File: config.mk
export PLATFORM = sky130hd
export DESIGN_NAME = vad_decode
export DESIGN_NICKNAME = d
export VERILOG_FILES = /design/src/logic/vad_pkg.sv /design/src/logic/vad_counter.sv /design/src/logic/vad_decode.sv
export SDC_FILE = /design/constraint.sdc
export NUM_CORES = 1
export LEC_CHECK = 0
export BUFFER_PORTS_ARGS = -buffer_cell sky130_fd_sc_hd__buf_2
export CAP_MARGIN = 25
export CORE_AREA = 8 8 142 144
export CTS_BUF_LIST = sky130_fd_sc_hd__clkbuf_4 sky130_fd_sc_hd__clkbuf_8
export CTS_CLUSTER_SIZE = 24
export DETAILED_ROUTE_END_ITERATION = 7
export DIE_AREA = 0 0 150 152
export PLACE_DENSITY = 0.71
export SYNTH_ARGS = -nofsm -noshare
export SYNTH_HDL_FRONTEND = slang
export SYNTH_SLANG_ARGS = --single-unit
File: constraint.sdc
create_clock -name clk -period 4 [get_ports clk]
set_input_delay 0.8 -clock clk [delete_from_list [all_inputs] [get_ports clk]]
set_output_delay 0.8 -clock clk [all_outputs]
set_load 0.05 [all_outputs]
File: src/logic/vad_pkg.sv
//------------------------------------------------------------
// Behaviour
//------------------------------------------------------------
// Behaviour
// - DRAM select asserts when local address lies at or below the DRAM upper limit.
// - DRAM select also asserts on a redirected slave select A match, and on a redirected B match in slave cycles.
// - Boot ROM select after global reset, on ROM access, on slave-B redirect.
// - Coprocessor select on coprocessor function code or programmed select E.
// - Subsystem bus select for region with subsystem attribute enabled.
// - Refresh grant asserts during DRAM refresh function code.
// - Upper function codes: 00 block, 01 DMA, 10 slave, 11 refresh.
// - Interface controller select on its fixed local address.
// - Block transfer input steps address counters on boundary crossing while the local count is nonzero.
// - Counters hold upper local and bus address bits over 256-byte blocks.
// - Latch address out pulse latches address; in block mode it also steps counters.
// - Cache inhibit open collector on attribute, A24 setting, mailbox or A16.
// - Local DMA activity asserts for DMA function code in mapped region.
// - Slave select A on base match with local or bus address.
// - Slave select B on bus match only; interprocessor on enabled match.
// - Low I/O selects on fixed locations, optionally via isolated data bus.
// - Pin function bit one picks alternate function, zero general I/O.
// - Pins 0..3 carry UART A tx, rx, UART B tx, rx.
// - Pin 4 is I/O read enable, pin 5 I/O write enable.
// - Select D on pin 6, E on 8, F on 9, C on 13.
// - Interrupt request goes to pin 7, 10 or 11 as chosen.
// - Pin 12 carries the shared resource select.
// - Interrupt acknowledge output on select F range when programmed.
// - Swap isolated and local data 15:8 by swap enable and direction.
package vad_pkg;
   localparam int          ADDR_W       = 24;   // Address bits 31:8
   localparam int          PIN_N        = 14;
   localparam logic [1:0]  FC_BLOCK     = 2'h0;
   localparam logic [1:0]  FC_DMA       = 2'h1;
   localparam logic [1:0]  FC_SLAVE     = 2'h2;
   localparam logic [1:0]  FC_REFRESH   = 2'h3;
   localparam logic [2:0]  FC_CPU_SPACE = 3'h7;
   localparam logic [7:0]  REGION_IO    = 8'hFF; // Top byte of I/O region
   localparam logic [7:0]  REGION_A16   = 8'hFE;
   localparam logic [7:0]  REGION_ROM   = 8'hFD;
   localparam logic [7:0]  REGION_SHR   = 8'hFC;
   localparam logic [15:0] ICTRL_ADDR   = 16'hFFFC;
   localparam logic [15:0] MAILBOX_ADDR = 16'hFFFE;
   localparam logic [3:0]  SEL_A_PAGE   = 4'h0;  // 0xFFxx0x.. select A..F
   localparam int          CNT_BITS     = 8;     // Low byte of 256-byte step
   localparam int          PIN_TXA      = 0;
   localparam int          PIN_RXA      = 1;
   localparam int          PIN_TXB      = 2;
   localparam int          PIN_RXB      = 3;
   localparam int          PIN_IO_READ_N     = 4;
   localparam int          PIN_IO_WRITE_N     = 5;
   localparam int          PIN_SELD     = 6;
   localparam int          PIN_IRQ0     = 7;
   localparam int          PIN_SELE     = 8;
   localparam int          PIN_SELF     = 9;
   localparam int          PIN_IRQ1     = 10;
   localparam int          PIN_IRQ2     = 11;
   localparam int          PIN_SHR      = 12;
   localparam int          PIN_SELC     = 13;
   localparam logic [1:0]  IRQ_PIN7     = 2'h0;
   localparam logic [1:0]  IRQ_PIN10    = 2'h1;
   localparam logic [1:0]  IRQ_PIN11    = 2'h2;
endpackage

File: src/logic/vad_counter.sv
`timescale 1ns/100ps
// Upper address counter for block transfers
module vad_counter
   import vad_pkg::*;
#(
   parameter int W = ADDR_W
) (
   // Clock and reset
   input  wire logic         clk,
   input  wire logic         rst,
   // Control
   input  wire logic         load,
   input  wire logic         step,
   input  wire logic [W-1:0] addr_in,
   // Count
   output logic      [W-1:0] count
);
   logic [W-1:0] count_r;
   logic [W-1:0] count_nxt;

   // Load wins: a new address restarts the walk
   assign count_nxt = load ? addr_in :
                      step ? W'(count_r + 1'b1) : count_r;
   assign count = count_r;

   always_ff @(posedge clk or posedge rst) begin
      if (rst) begin
         count_r <= '0;
      end else begin
         count_r <= count_nxt;
      end
   end

   step_adds_a: assert property (@(posedge clk) disable iff (rst)
      (step && !load) |=> count_r == W'($past(count_r) + 1'b1))
      else $error("counter did not step");
endmodule

File: src/logic/vad_decode.sv
`timescale 1ns/100ps
module vad_decode
   import vad_pkg::*;
(
   // Clock and reset
   input  wire logic              clk,
   input  wire logic              rst,
   input  wire logic              global_reset,
   // Local bus
   input  wire logic [ADDR_W-1:0] local_addr,
   input  wire logic              local_strobe_n,
   input  wire logic              func_code_0,
   input  wire logic              func_code_1,
   input  wire logic              func_code_2,
   input  wire logic              slave_cycle,
   // VMEbus address
   input  wire logic [ADDR_W-1:0] vme_addr,
   input  wire logic              vme_strobe_n,
   // Transfer control
   input  wire logic              block_xfer_n,
   input  wire logic              latch_addr_out,
   input  wire logic              latch_addr_in,
   input  wire logic              swap_enable_n,
   input  wire logic              data_direction,
   // Configuration
   input  wire logic [7:0]        dram_upper_limit,
   input  wire logic              redirect_sel_a,
   input  wire logic              redirect_sel_b,
   input  wire logic [15:0]       sel_a_base,
   input  wire logic [15:0]       sel_b_base,
   input  wire logic [15:0]       interproc_base,
   input  wire logic              interproc_enable,
   input  wire logic [7:0]        subsys_region_en,
   input  wire logic [7:0]        inhibit_region_en,
   input  wire logic              a24_inhibit,
   input  wire logic [7:0]        dma_region_en,
   input  wire logic [PIN_N-1:0]  pin_function,
   input  wire logic              coproc_on_sel_e,
   input  wire logic              iack_on_sel_f,
   input  wire logic              low_sel_on_idbus,
   input  wire logic [1:0]        irq_pin_choice,
   // Peripheral sources
   input  wire logic              irq_request,
   input  wire logic              uart_a_tx,
   input  wire logic              uart_b_tx,
   input  wire logic              io_read_n,
   input  wire logic              io_write_n,
   input  wire logic [PIN_N-1:0]  gpio_out,
   input  wire logic [PIN_N-1:0]  gpio_oe,
   // Shared pins
   input  wire logic [PIN_N-1:0]  shared_pin_in,
   output logic      [PIN_N-1:0]  shared_pin_out,
   output logic      [PIN_N-1:0]  shared_pin_oe,
   output logic                   uart_a_rx,
   output logic                   uart_b_rx,
   output logic      [PIN_N-1:0]  gpio_in,
   // Data swap
   input  wire logic [7:0]        id_data_in,
   input  wire logic [7:0]        ld_data_in,
   output logic      [7:0]        id_data_out,
   output logic                   id_data_oe,
   output logic      [7:0]        ld_data_out,
   output logic                   ld_data_oe,
   // Selects
   output logic                   dram_select_n,
   output logic                   boot_rom_select_n,
   output logic                   coproc_select_n,
   output logic                   subsystem_bus_select_n,
   output logic                   refresh_grant_n,
   output logic                   ctrl_select_n,
   output logic                   cache_inhibit_out,
   output logic                   cache_inhibit_oe,
   output logic                   local_dma_active_n,
   output logic                   slave_sel_a_n,
   output logic                   slave_sel_b_n,
   output logic                   interproc_sel_n,
   output logic      [1:0]        io_sel_low_n,
   output logic                   io_sel_low_idbus,
   output logic                   int_ack_cycle_n,
   output logic                   shared_res_select_n,
   // Address counters
   output logic      [ADDR_W-1:0] local_count,
   output logic      [ADDR_W-1:0] vme_count,
   output logic      [ADDR_W-1:0] latched_addr
);
   //---------------------------------------------------------
   // Decode helpers
   //---------------------------------------------------------
   // Region by top byte; region 0 is DRAM up to the limit
   function automatic logic [2:0] region_of(input logic [ADDR_W-1:0] a,
                                            input logic [7:0] lim);
      logic [2:0] r;
      r = 3'h7;
      if (a[23:16] <= lim) r = 3'h0;
      else if (a[23:16] == REGION_SHR) r = 3'h4;
      else if (a[23:16] == REGION_IO) r = 3'h5;
      else if (a[23:16] == REGION_A16) r = 3'h6;
      else if (a[23:16] == REGION_ROM) r = 3'h3;
      return r;
   endfunction

   logic        boot_r;
   logic [2:0]  loc_region;
   logic        loc_act;
   logic [1:0]  fc_hi;
   logic        fc_dma;
   logic        fc_refresh;
   logic        match_a_loc;
   logic        match_a_vme;
   logic        match_b_vme;
   logic        match_ip;
   logic        io_page;
   logic [5:0]  io_sel;
   logic        in_mailbox;
   logic        dram_nxt;
   logic        rom_nxt;
   logic        coproc_nxt;
   logic        subsys_nxt;
   logic        inhibit_nxt;
   logic        dma_nxt;
   logic        iack_nxt;
   logic        shr_nxt;
   logic        ctrl_nxt;
   logic        irq_live;
   logic [PIN_N-1:0] alt_out;
   logic [PIN_N-1:0] alt_oe;
   logic        step_cnt;
   logic        blk_r;
   logic [ADDR_W-1:0] latch_r;

   //---------------------------------------------------------
   // Function code and address decode
   //---------------------------------------------------------
   assign fc_hi       = {func_code_2, func_code_1};
   assign fc_dma      = fc_hi == FC_DMA;
   assign fc_refresh  = fc_hi == FC_REFRESH;
   assign loc_act     = !local_strobe_n;
   assign loc_region  = region_of(local_addr, dram_upper_limit);
   assign match_a_loc = loc_act && local_addr[23:8] == sel_a_base;
   assign match_a_vme = !vme_strobe_n && vme_addr[23:8] == sel_a_base;
   assign match_b_vme = !vme_strobe_n && vme_addr[23:8] == sel_b_base;
   assign match_ip    = interproc_enable && !vme_strobe_n
                        && vme_addr[23:8] == interproc_base;
   assign io_page     = loc_act && loc_region == 3'h5
                        && local_addr[15:12] == SEL_A_PAGE;
   assign in_mailbox  = local_addr[23:8] == MAILBOX_ADDR;

   genvar g;
   generate
      for (g = 0; g < 6; g++) begin : g_io
         assign io_sel[g] = io_page && local_addr[11:8] == 4'(g);
      end
   endgenerate

   // Redirection shares the slave select match with the local chip selects
   assign dram_nxt   = (loc_act && loc_region == 3'h0)
                       || (redirect_sel_a && match_a_vme)
                       || (redirect_sel_b && slave_cycle && match_b_vme);
   assign rom_nxt    = boot_r
                       || (loc_act && loc_region == 3'h3)
                       || (redirect_sel_b && match_b_vme);
   assign coproc_nxt = (loc_act && {func_code_2, func_code_1,
                        func_code_0} == FC_CPU_SPACE)
                       || (coproc_on_sel_e && io_sel[4]);
   assign subsys_nxt = loc_act && subsys_region_en[loc_region];
   // A24 overlay sits in the general bus window between DRAM and the fixed regions
   assign inhibit_nxt = loc_act && (inhibit_region_en[loc_region]
                        || (a24_inhibit && loc_region == 3'h7)
                        || in_mailbox || loc_region == 3'h6);
   assign dma_nxt    = fc_dma && loc_act && dma_region_en[loc_region];
   assign iack_nxt   = iack_on_sel_f && io_sel[5];
   assign shr_nxt    = loc_act && loc_region == 3'h4;
   assign ctrl_nxt   = loc_act && local_addr[23:8] == ICTRL_ADDR;

   // Boot select holds from global reset until the first local access
   always_ff @(posedge clk or posedge rst) begin
      if (rst) begin
         boot_r <= 1'b1;
      end else begin
         boot_r <= global_reset || (boot_r && !loc_act);
      end
   end

   // Registered selects; reset drives every select inactive except boot ROM select, which it asserts
   always_ff @(posedge clk or posedge rst) begin
      if (rst) begin
         dram_select_n          <= 1'b1;
         boot_rom_select_n      <= 1'b0;
         coproc_select_n        <= 1'b1;
         subsystem_bus_select_n <= 1'b1;
         refresh_grant_n        <= 1'b1;
         ctrl_select_n          <= 1'b1;
         cache_inhibit_oe       <= 1'b0;
         local_dma_active_n     <= 1'b1;
         slave_sel_a_n          <= 1'b1;
         slave_sel_b_n          <= 1'b1;
         interproc_sel_n        <= 1'b1;
         io_sel_low_n           <= 2'h3;
         int_ack_cycle_n        <= 1'b1;
         shared_res_select_n    <= 1'b1;
      end else begin
         dram_select_n          <= !dram_nxt;
         boot_rom_select_n      <= !rom_nxt;
         coproc_select_n        <= !coproc_nxt;
         subsystem_bus_select_n <= !subsys_nxt;
         refresh_grant_n        <= !fc_refresh;
         ctrl_select_n          <= !ctrl_nxt;
         cache_inhibit_oe       <= inhibit_nxt;
         local_dma_active_n     <= !dma_nxt;
         slave_sel_a_n          <= !(match_a_loc || match_a_vme);
         slave_sel_b_n          <= !match_b_vme;
         interproc_sel_n        <= !match_ip;
         io_sel_low_n           <= ~io_sel[1:0];
         int_ack_cycle_n        <= !iack_nxt;
         shared_res_select_n    <= !shr_nxt;
      end
   end
   assign cache_inhibit_out = 1'b0; // Open collector: pull low only
   assign io_sel_low_idbus  = low_sel_on_idbus;

   //---------------------------------------------------------
   // Block transfer counters
   //---------------------------------------------------------
   // Step on the asserting edge of block transfer while local_count is nonzero, or a latch pulse in block mode
   always_ff @(posedge clk or posedge rst) begin
      if (rst) begin
         blk_r <= 1'b0;
      end else begin
         blk_r <= !block_xfer_n;
      end
   end
   assign step_cnt = (!block_xfer_n && !blk_r && local_count != '0)
                     || (latch_addr_out && !block_xfer_n);

   vad_counter #(.W(ADDR_W)) u_local_cnt (
      .clk     (clk),
      .rst     (rst),
      .load    (latch_addr_in),
      .step    (step_cnt),
      .addr_in (local_addr),
      .count   (local_count)
   );
   vad_counter #(.W(ADDR_W)) u_vme_cnt (
      .clk     (clk),
      .rst     (rst),
      .load    (latch_addr_out && block_xfer_n),
      .step    (step_cnt),
      .addr_in (local_addr),
      .count   (vme_count)
   );

   // Latch address out toward the bus
   always_ff @(posedge clk or posedge rst) begin
      if (rst) begin
         latch_r <= '0;
      end else if (latch_addr_out) begin
         latch_r <= local_addr;
      end
   end
   assign latched_addr = latch_r;

   //---------------------------------------------------------
   // Shared pin multiplexer
   //---------------------------------------------------------
   // Requests stay off the pins while reset is held
   assign irq_live = irq_request && !rst;

   always_comb begin
      alt_out = '1;
      alt_oe  = '1;
      alt_out[PIN_TXA]  = uart_a_tx;
      alt_oe[PIN_RXA]   = 1'b0;
      alt_out[PIN_TXB]  = uart_b_tx;
      alt_oe[PIN_RXB]   = 1'b0;
      alt_out[PIN_IO_READ_N] = io_read_n;
      alt_out[PIN_IO_WRITE_N] = io_write_n;
      alt_out[PIN_SELD] = !io_sel[3];
      alt_out[PIN_SELE] = !io_sel[4];
      alt_out[PIN_SELF] = !io_sel[5];
      alt_out[PIN_SELC] = !io_sel[2];
      alt_out[PIN_SHR]  = shared_res_select_n;
      // Unchosen interrupt pins idle high so no false request shows
      alt_out[PIN_IRQ0] = !(irq_live && irq_pin_choice == IRQ_PIN7);
      alt_out[PIN_IRQ1] = !(irq_live && irq_pin_choice == IRQ_PIN10);
      alt_out[PIN_IRQ2] = !(irq_live && irq_pin_choice == IRQ_PIN11);
   end

   generate
      for (g = 0; g < PIN_N; g++) begin : g_pin
         assign shared_pin_out[g] = pin_function[g] ? alt_out[g]
                                                    : gpio_out[g];
         assign shared_pin_oe[g]  = pin_function[g] ? alt_oe[g]
                                                    : gpio_oe[g];
      end
   endgenerate
   assign gpio_in   = shared_pin_in;
   assign uart_a_rx = pin_function[PIN_RXA] ? shared_pin_in[PIN_RXA] : 1'b1;
   assign uart_b_rx = pin_function[PIN_RXB] ? shared_pin_in[PIN_RXB] : 1'b1;

   //---------------------------------------------------------
   // Data swap
   //---------------------------------------------------------
   // Direction high moves local to isolated, low the reverse
   assign id_data_out = ld_data_in;
   assign ld_data_out = id_data_in;
   assign id_data_oe  = !swap_enable_n && data_direction;
   assign ld_data_oe  = !swap_enable_n && !data_direction;

   //---------------------------------------------------------
   // Checks
   //---------------------------------------------------------
   refresh_grant_a: assert property (@(posedge clk) disable iff (rst)
      fc_refresh |=> !refresh_grant_n)
      else $error("refresh grant missing");
   dma_active_a: assert property (@(posedge clk) disable iff (rst)
      !local_dma_active_n |-> $past(fc_hi) == FC_DMA)
      else $error("dma active without dma code");
   sel_b_vme_a: assert property (@(posedge clk) disable iff (rst)
      !slave_sel_b_n |-> $past(vme_addr[23:8]) == $past(sel_b_base))
      else $error("slave select b without match");
   dram_region_a: assert property (@(posedge clk) disable iff (rst)
      (loc_act && local_addr[23:16] <= dram_upper_limit) |=> !dram_select_n)
      else $error("dram select missing");
   pin_alt_a: assert property (@(posedge clk) disable iff (rst)
      pin_function[PIN_SELD] |-> shared_pin_out[PIN_SELD] == !io_sel[3])
      else $error("select d not on pin 6");
   pin_gpio_a: assert property (@(posedge clk) disable iff (rst)
      !pin_function[PIN_IO_READ_N]
      |-> shared_pin_out[PIN_IO_READ_N] == gpio_out[PIN_IO_READ_N])
      else $error("gpio not routed");
   irq_route_a: assert property (@(posedge clk) disable iff (rst)
      (pin_function[PIN_IRQ0] && irq_live && irq_pin_choice == IRQ_PIN7)
      |-> !shared_pin_out[PIN_IRQ0])
      else $error("interrupt not on pin 7");
   swap_dir_a: assert property (@(posedge clk) disable iff (rst)
      swap_enable_n |-> !id_data_oe && !ld_data_oe)
      else $error("swap drives while disabled");
   inhibit_a16_a: assert property (@(posedge clk) disable iff (rst)
      (loc_act && loc_region == 3'h6) |=> cache_inhibit_oe)
      else $error("cache inhibit missing on a16");
   sel_a_both_a: assert property (@(posedge clk) disable iff (rst)
      (match_a_loc || match_a_vme) |=> !slave_sel_a_n)
      else $error("slave select a missing");
endmodule

==> results of run 1 <==
## cell type report
class                      instances  area (um2)  share of cell area, %
clock buffer                       9         124                   1.52
clock inverter                     7         118                   1.44
antenna                            1        2.50                 0.0306
timing repair buffer             315        1600                   19.6
sequential                        89        2240                   27.5
tap                              229         287                   3.51
inverter                          21        82.6                   1.01
multi-input combinational        540        3700                   45.4
## logic make-up after synthesis
kind of cell / share of synthesized area (%)
compound gates: 15.0
xor+xnor: 9.73
fa+ha+maj: 2.15
buf+inv: 7.09
flops: 35.1
mux: 6.77
other cells: 0.0587
simple gates: 24.1
## Yosys cell counts, types with 4 or more instances
master,instances
a21o_1,5
a21oi_1,20
a311oi_1,4
a31oi_1,27
and2_1,4
and3_1,10
and4_1,7
buf_2,5
buf_4,35
clkbuf_1,20
dfrtp_1,75
dfstp_2,14
ha_1,11
inv_1,19
mux2_2,30
mux2i_1,5
nand2_1,52
nand2b_1,5
nand3_1,28
nand4_1,24
nor2_1,55
nor2b_1,5
nor3_1,19
nor4_1,17
nor4_2,4
o211ai_1,8
o21a_1,4
o21ai_0,11
o21ai_1,11
o31ai_1,12
or2_2,15
or3_1,13
or4_1,12
xnor2_1,25
xor2_1,46
## sequential cells by signal, summed over array words and instances (netlist names), 2 cells and up
register / count
latched_addr: 24
io_sel_low_n: 2
u_local_cnt.count: 24
u_vme_cnt.count: 24
## routing by layer
layer / wire [um] / part of all wire [%] / vias to the layer above / track usage, %
li1: - / - / 3130 / -
met1: 10500 / 39 / 3216 / 26.8
met2: 13300 / 49 / 335 / 39.2
met3: 2970 / 11 / 34 / 8.38
met4: 429 / 1.6 / 0 / 5.48
met5: 0 / 0 / - / 0
## power by group through the flow
stage                     Combinational (mW)  Clock [mW]  Sequential (mW)
final                                   1.14       0.788             1.13
after global routing                    1.21       0.843             1.15
after CTS                               1.14       0.802             1.13
after detailed placement                1.14           0             1.14
after global placement                  1.13           0             1.14
after floorplan                        0.510           0             1.45
## worst max path at each step
stage / end / depth (start not counted) / start
CTS: shared_pin_out[8] / 6 / local_addr[19]
global route: shared_pin_out[9] / 9 / local_addr[16]
detailed placement: shared_pin_out[8] / 6 / local_addr[19]
finish: shared_pin_out[8] / 9 / local_addr[16]
global placement: shared_pin_out[8] / 6 / local_addr[18]
floorplan: shared_pin_out[11] / 3 / rst
## stage by stage
| step | hold slack, ps | utilization [%] |
|---|---|---|
| finish | 452 | 45.9 |
| global route | 469 | 45.9 |
| CTS | 451 | 45.9 |
| detailed placement | 491 | 44.6 |
| global placement | 484 | 44.6 |
| floorplan | 514 | - |
==> reports/metrics.yaml, run 1 <==
placement:
  placedCellCount: 1194
  dp_slack_ps: 608
  place_area_mm2: 0.00792
  dp_hpwl_um: 21300
  gp_congestion: 0.963
  numPortBuffers: 304
clocking:
  cts_hold_buffers: 0
  numClockSinks: 89
  cts-buffers-inserted: 9
  cts_tree: "done"
  clk_pin_slew_ps: 100
  postCtsSetupRepairBufs: 0
  clk_path_buf_depth: 2
  cts_resized: 0
  clock_latency_ps: 390
  root_buffer: "clkbuf_8"
  cts_max_level: 3
synth:
  synth_seq_cells: 89
  async_flop_share_pct: 100
  yosysWarnings: 0
  synthCells: 711
  synth-main-ff-cell: "dfrtp_1"
  synth_area_per_cell_um2: 8.99
  synth_top_area_share_pct: 29.4
  synth_edf_count: 0
  synthesis.nets: 950
  ys_seq_area_share_pct: 35.1
  synth_cell_type_count: 74
  yosys.area.top_type: "dfrtp_1"
  netlist_area_mm2: 0.00639
  synth_area_leaders: "dfrtp_1 (29%), xor2_1 (6.3%), dfstp_2 (5.8%), mux2_2 (5.3%), buf_4 (4.1%)"
timing:
  hold_viol_final: 0
  fin_crit_sh_pct: 84.5
  worst_pin_slew_ps: 958
  fin_ws_ps: 619
  relSlewSlack_pct: 36.1
  final_max_slew_viol_count: 0
  setup_viol: 0
  fmax_mhz: 296
  clock_skew_ps: 5.97
  rsz0062_at_grt: "false"
  tns_ps: 0
  period_minus_slack_ps: 3380
floorplan:
  rows: 49
  core_mm2: 0.0178
  die-width_um: 150
  die_area_mm2: 0.0228
  initial_utilization_pct: 35.9
  ios: 379
  die_h_um: 152
setup_path:
  reg2reg_to: "u_vme_cnt.count[16]"
  cpLargestDelayFamily: "compound AO/OA/AOI/OAI gates"
  endpoint_kind: "primary output"
  r2r-start: "u_local_cnt.count[5]"
  worst-path-max-fanout: 9
  rrSetupSlack_ps: 1280
  ff2ff_path_depth: 6
  critPathMaxStageDelay_ps: 340
  crit_chain: "buf_2 > inv_1 > ha_1 > nor2b_1 > o211ai_1 > a21o_1 > a21o_1 > o32a_1 > buf_2"
  crit_buf_inv: 3
  crit_slowest_cell: "o32a_1"
  start_kind: "input pin"
  cp.required_ps: 3200
  worstSetupPathType: "in -> out"
  arrival_ps: 2580
final_layout:
  syn_to_final_growth_pct: 27.8
  layout_commonest_cell: "buf_2"
  final_area_mm2: 0.00817
  nets: 1215
  final_layout_size_suffix_gt1_share_pct: 41.2
  final_cell_mix: "buf_2 (304), dfrtp_1 (75), nor2_1 (55)"
  num-fill-cells: 1728
  fin_cells: 1211
global_route:
  grt_max_degree: 68
  grt_pass1_wl_um: 40200
  antenna_found_initial: 1
  grt_pass1_vias: 6703
  grt-ovfl-total: 0
  grtUsageTotal_pct: 23.0
detailed_routing:
  drt_iter0_drc: 396
  vias: 6715
  ant_nets: 0
  drtPass1Iterations: 5
  routedWlPerCell_um: 22.4
  drc: 0
  routed_wl_um: 27100
  avgViaCountPerCell: 5.55
run:
  drv_cap: 0
power:
  internal_power_mw: 1.75
  total_power_mw: 3.06
  p_leak_nw: 3.58
  p_sw_share_pct: 42.7
  vdd_drop_max_mv: 0.426
  powerDensity_mw_per_mm2: 374
  p_clk_share_pct: 25.8
  combPwrFrac_pct: 37.2
  seqPwrFrac_pct: 37.0
  p_switching_mw: 1.30
status:
  outcome: "complete, no violations"
min_path:
  hold_class: "in -> async"
Note: power is estimated with default switching activity, not from simulation.
==> inputs of run 2 (changes only) <==
PLACE_DENSITY = 0.68   (was 0.71)
clock period = 3.3 ns   (was 4 ns; I/O delays follow)
==> reports/metrics.yaml, run 2 (synthesized netlist as in run 1, its figures left out) <==
detailed_routing:
  routedWlPerCell_um: 22.2
  routed_wl_um: 27200
  avgViaCountPerCell: 5.57
  drt_iter0_drc: 362
  ant_nets: 0
  drtPass1Iterations: 6
  vias: 6802
  drc: 0
clocking:
  clk_pin_slew_ps: 100
  clock_latency_ps: 390
  root_buffer: "clkbuf_8"
  numClockSinks: 89
  cts_resized: 0
  postCtsSetupRepairBufs: 0
  cts-buffers-inserted: 9
  clk_path_buf_depth: 2
  cts_hold_buffers: 0
  cts_tree: "done"
  cts_max_level: 3
timing:
  setup_viol: 0
  fin_crit_sh_pct: 90.8
  worst_pin_slew_ps: 733
  holdWs_ps: 426
  final_max_slew_viol_count: 0
  rsz0062_at_grt: "false"
  clock_skew_ps: 13.2
  fmax_mhz: 334
  hold_viol_final: 0
  period_minus_slack_ps: 3000
  tns_ps: 0
  fin_ws_ps: 304
  relSlewSlack_pct: 51.2
setup_path:
  endpoint_kind: "primary output"
  cp.required_ps: 2640
  arrival_ps: 2340
  start_kind: "input pin"
  worst-path-max-fanout: 7
  worstSetupPathType: "in -> out"
power:
  total_power_mw: 3.58
  vdd_drop_max_mv: 0.323
  powerDensity_mw_per_mm2: 435
  p_sw_share_pct: 43.9
  seqPwrFrac_pct: 38.2
  p_switching_mw: 1.57
  internal_power_mw: 2.01
  combPwrFrac_pct: 38.5
  p_clk_share_pct: 23.2
  p_leak_nw: 3.62
status:
  outcome: "complete, no violations"
run:
  drv_cap: 0
global_route:
  grtUsageTotal_pct: 23.1
  grt_pass1_wl_um: 40600
  grt-ovfl-total: 0
  antenna_found_initial: 0
  grt_max_degree: 56
  grt_pass1_vias: 6694
final_layout:
  final_layout_size_suffix_gt1_share_pct: 42.0
  fin_util_pct: 46.3
  final_area_mm2: 0.00823
  fin_cells: 1222
  final_cell_mix: "buf_2 (304), dfrtp_1 (75), nor2_1 (55)"
  syn_to_final_growth_pct: 28.8
  nets: 1226
  layout_commonest_cell: "buf_2"
placement:
  dp_hpwl_um: 21500
  gp_congestion: 0.898
  numPortBuffers: 304
  placedCellCount: 1205
  dp_slack_ps: 191
  place_area_mm2: 0.00801
floorplan:
  initial_utilization_pct: 35.9
  die-width_um: 150
  core_mm2: 0.0178
  die_area_mm2: 0.0228
  ios: 379
  die_h_um: 152
  rows: 49
min_path:
  hold_class: "in -> async"
run 2: power groups by stage:
stage / clock, mW / combinational, mW / sequential [mW]
floorplan: 0 / 0.618 / 1.76
global placement: 0 / 1.37 / 1.38
detailed placement: 0 / 1.39 / 1.39
CTS: 0.855 / 1.39 / 1.37
global route: 0.899 / 1.47 / 1.39
finish: 0.832 / 1.38 / 1.37
run 2: metal layers:
metal  up-vias  wire length, um  global-route usage [%]
met5         -                0                       0
met4         0              429                    6.14
met3        28             2420                    5.64
met2       307            13000                    38.3
met1      3302            11300                    29.4
li1       3165                -                       -
run 2: layout make-up:
cell class | instances | area, um2
well taps | 229 | 287
inverters | 21 | 82.6
diodes | 1 | 2.50
repair buffers | 326 | 1690
multi-input cells | 540 | 3720
clock inverters | 5 | 62.6
clock buffers | 11 | 145
fillers | 1752 | 9550
flip-flops and latches | 89 | 2240
run 2: worst max-delay path: stages:
cell,delay (ps)
buf_2,150
ha_1,300
nor2b_1,130
o211ai_1,110
a21o_1,230
a21o_1,190
o32a_1,340
buf_2,210
run 2: worst paths after layout:
check | start | slack [ps] | to | cells past startpoint
max reg2reg | u_local_cnt.count[0] | 760 | u_local_cnt.count[10] | 8
min in group clk | redirect_sel_a | 430 | dram_select_n | 2
max in group asynchronous | rst | 1750 | u_local_cnt.count[1] | 4
min reg2reg | latched_addr[10] | 510 | latched_addr[10] | 1
max | local_addr[17] | 300 | shared_pin_out[8] | 8
min | rst | 430 | latched_addr[23] | 3
==> inputs of run 3 (changes only) <==
CAP_MARGIN = not set   (was 25)
CTS_BUF_LIST = sky130_fd_sc_hd__clkbuf_8   (was sky130_fd_sc_hd__clkbuf_4 sky130_fd_sc_hd__clkbuf_8)
PLACE_DENSITY = 0.71   (was 0.68)
clock period = 2.5 ns   (was 3.3 ns; I/O delays follow)
==> reports/metrics.yaml, run 3 (synthesized netlist as in run 1, its figures left out) <==
run:
  drv_cap: 0
setup_path:
  rrSetupSlack_ps: 270
  r2r-start: "u_local_cnt.count[1]"
  cp.required_ps: 2000
  worst-path-max-fanout: 3
  endpoint_kind: "primary output"
  reg2reg_to: "u_local_cnt.count[11]"
  start_kind: "input pin"
  arrival_ps: 1980
  worstSetupPathType: "in -> out"
  ff2ff_path_depth: 8
clocking:
  numClockSinks: 89
  clock_latency_ps: 390
  cts-buffers-inserted: 9
  clk_path_buf_depth: 2
  clk_pin_slew_ps: 90
  cts_max_level: 3
  root_buffer: "clkbuf_8"
  cts_tree: "done"
  cts_hold_buffers: 0
global_route:
  antenna_found_initial: 1
  grt_pass1_vias: 7046
  grt_max_degree: 90
  grtUsageTotal_pct: 24.0
  grt_pass1_wl_um: 42000
  grt-ovfl-total: 0
timing:
  hold_viol_final: 0
  rsz0062_at_grt: "true"
  fmax_mhz: 404
  period_minus_slack_ps: 2480
  worst_pin_slew_ps: 554
  clock_skew_ps: 19.8
  fin_ws_ps: 23.1
  relSlewSlack_pct: 62.8
  final_max_slew_viol_count: 0
  holdWs_ps: 264
  setup_viol: 0
  tns_ps: 0
  fin_crit_sh_pct: 99.1
detailed_routing:
  vias: 7029
  routedWlPerCell_um: 22.5
  ant_nets: 0
  drtPass1Iterations: 5
  avgViaCountPerCell: 5.53
  routed_wl_um: 28600
  drc: 0
  drt_iter0_drc: 448
placement:
  dp_hpwl_um: 22700
  numPortBuffers: 304
  gp_congestion: 0.907
  dp_slack_ps: -125
floorplan:
  initial_utilization_pct: 35.9
  rows: 49
  ios: 379
  die-width_um: 150
  die_area_mm2: 0.0228
  die_h_um: 152
  core_mm2: 0.0178
power:
  powerDensity_mw_per_mm2: 536
  vdd_drop_max_mv: 0.462
  p_leak_nw: 3.88
min_path:
  hold_class: "in -> async"
final_layout:
  layout_commonest_cell: "buf_2"
  syn_to_final_growth_pct: 37.9
  nets: 1273
  final_layout_size_suffix_gt1_share_pct: 46.5
  num-fill-cells: 1694
  final_cell_mix: "buf_2 (296), dfrtp_1 (75), buf_4 (66)"
status:
  outcome: "complete, no violations"
## run 3: timing repair
action                                  in CTS  in global routing
setup buffers                               12                  0
pin swaps                                    3                  6
endpoints found under the setup margin       4                  5
gates resized for setup                     20                 15
## run 3: cell type report
class / count / area (um2) / area share, %
clock inverters: 7 / 46.3 / 0.525
inverters: 21 / 85.1 / 0.965
well taps: 229 / 287 / 3.25
clock buffers: 9 / 124 / 1.41
multi-input cells: 540 / 3880 / 44.1
diodes: 4 / 10.0 / 0.114
repair buffers: 373 / 2130 / 24.2
flip-flops and latches: 89 / 2240 / 25.5
## run 3: worst max-delay path by stage
stage	slack, ps	start	to
floorplan	-630	rst	shared_pin_out[11]
global placement	-100	local_addr[21]	shared_pin_out[6]
detailed placement	-130	local_addr[21]	shared_pin_out[13]
CTS	7	local_addr[21]	shared_pin_out[13]
global route	-60	dram_upper_limit[6]	shared_pin_out[8]
finish	20	dram_upper_limit[6]	shared_pin_out[8]
## run 3: per-layer routing
| layer | global-route usage (%) | share of wire [%] | vias up |
|---|---|---|---|
| li1 | - | - | 3259 |
| met4 | 7.90 | 2.7 | 0 |
| met2 | 39.9 | 48 | 365 |
| met3 | 8.55 | 11 | 54 |
| met1 | 28.0 | 38 | 3351 |
| met5 | 0 | 0 | - |
## run 3: critical path, cell delays in order
cell	delay (ps)
buf_2	80
inv_1	80
ha_4	280
nand4_1	130
a21o_1	230
a21o_1	200
o32a_4	320
buf_8	150
## run 3: report_power, final
part	switching, mW	internal, mW	leakage (nW)	total, mW
Sequential	0.198	1.60	1.02	1.80
Clock	0.591	0.360	0.0885	0.951
Combinational	1.33	0.643	2.78	1.98
## run 3: per-stage QoR
step	cells	instance area [um2]	total power, mW	utilization [%]
after floorplan	711	6470	3.15	-
after global placement	1240	8360	3.70	47.0
after detailed placement	1240	8360	3.73	47.0
after CTS	1268	8720	4.75	49.1
after global routing	1269	8810	4.96	49.5
final	1272	8810	4.72	49.6
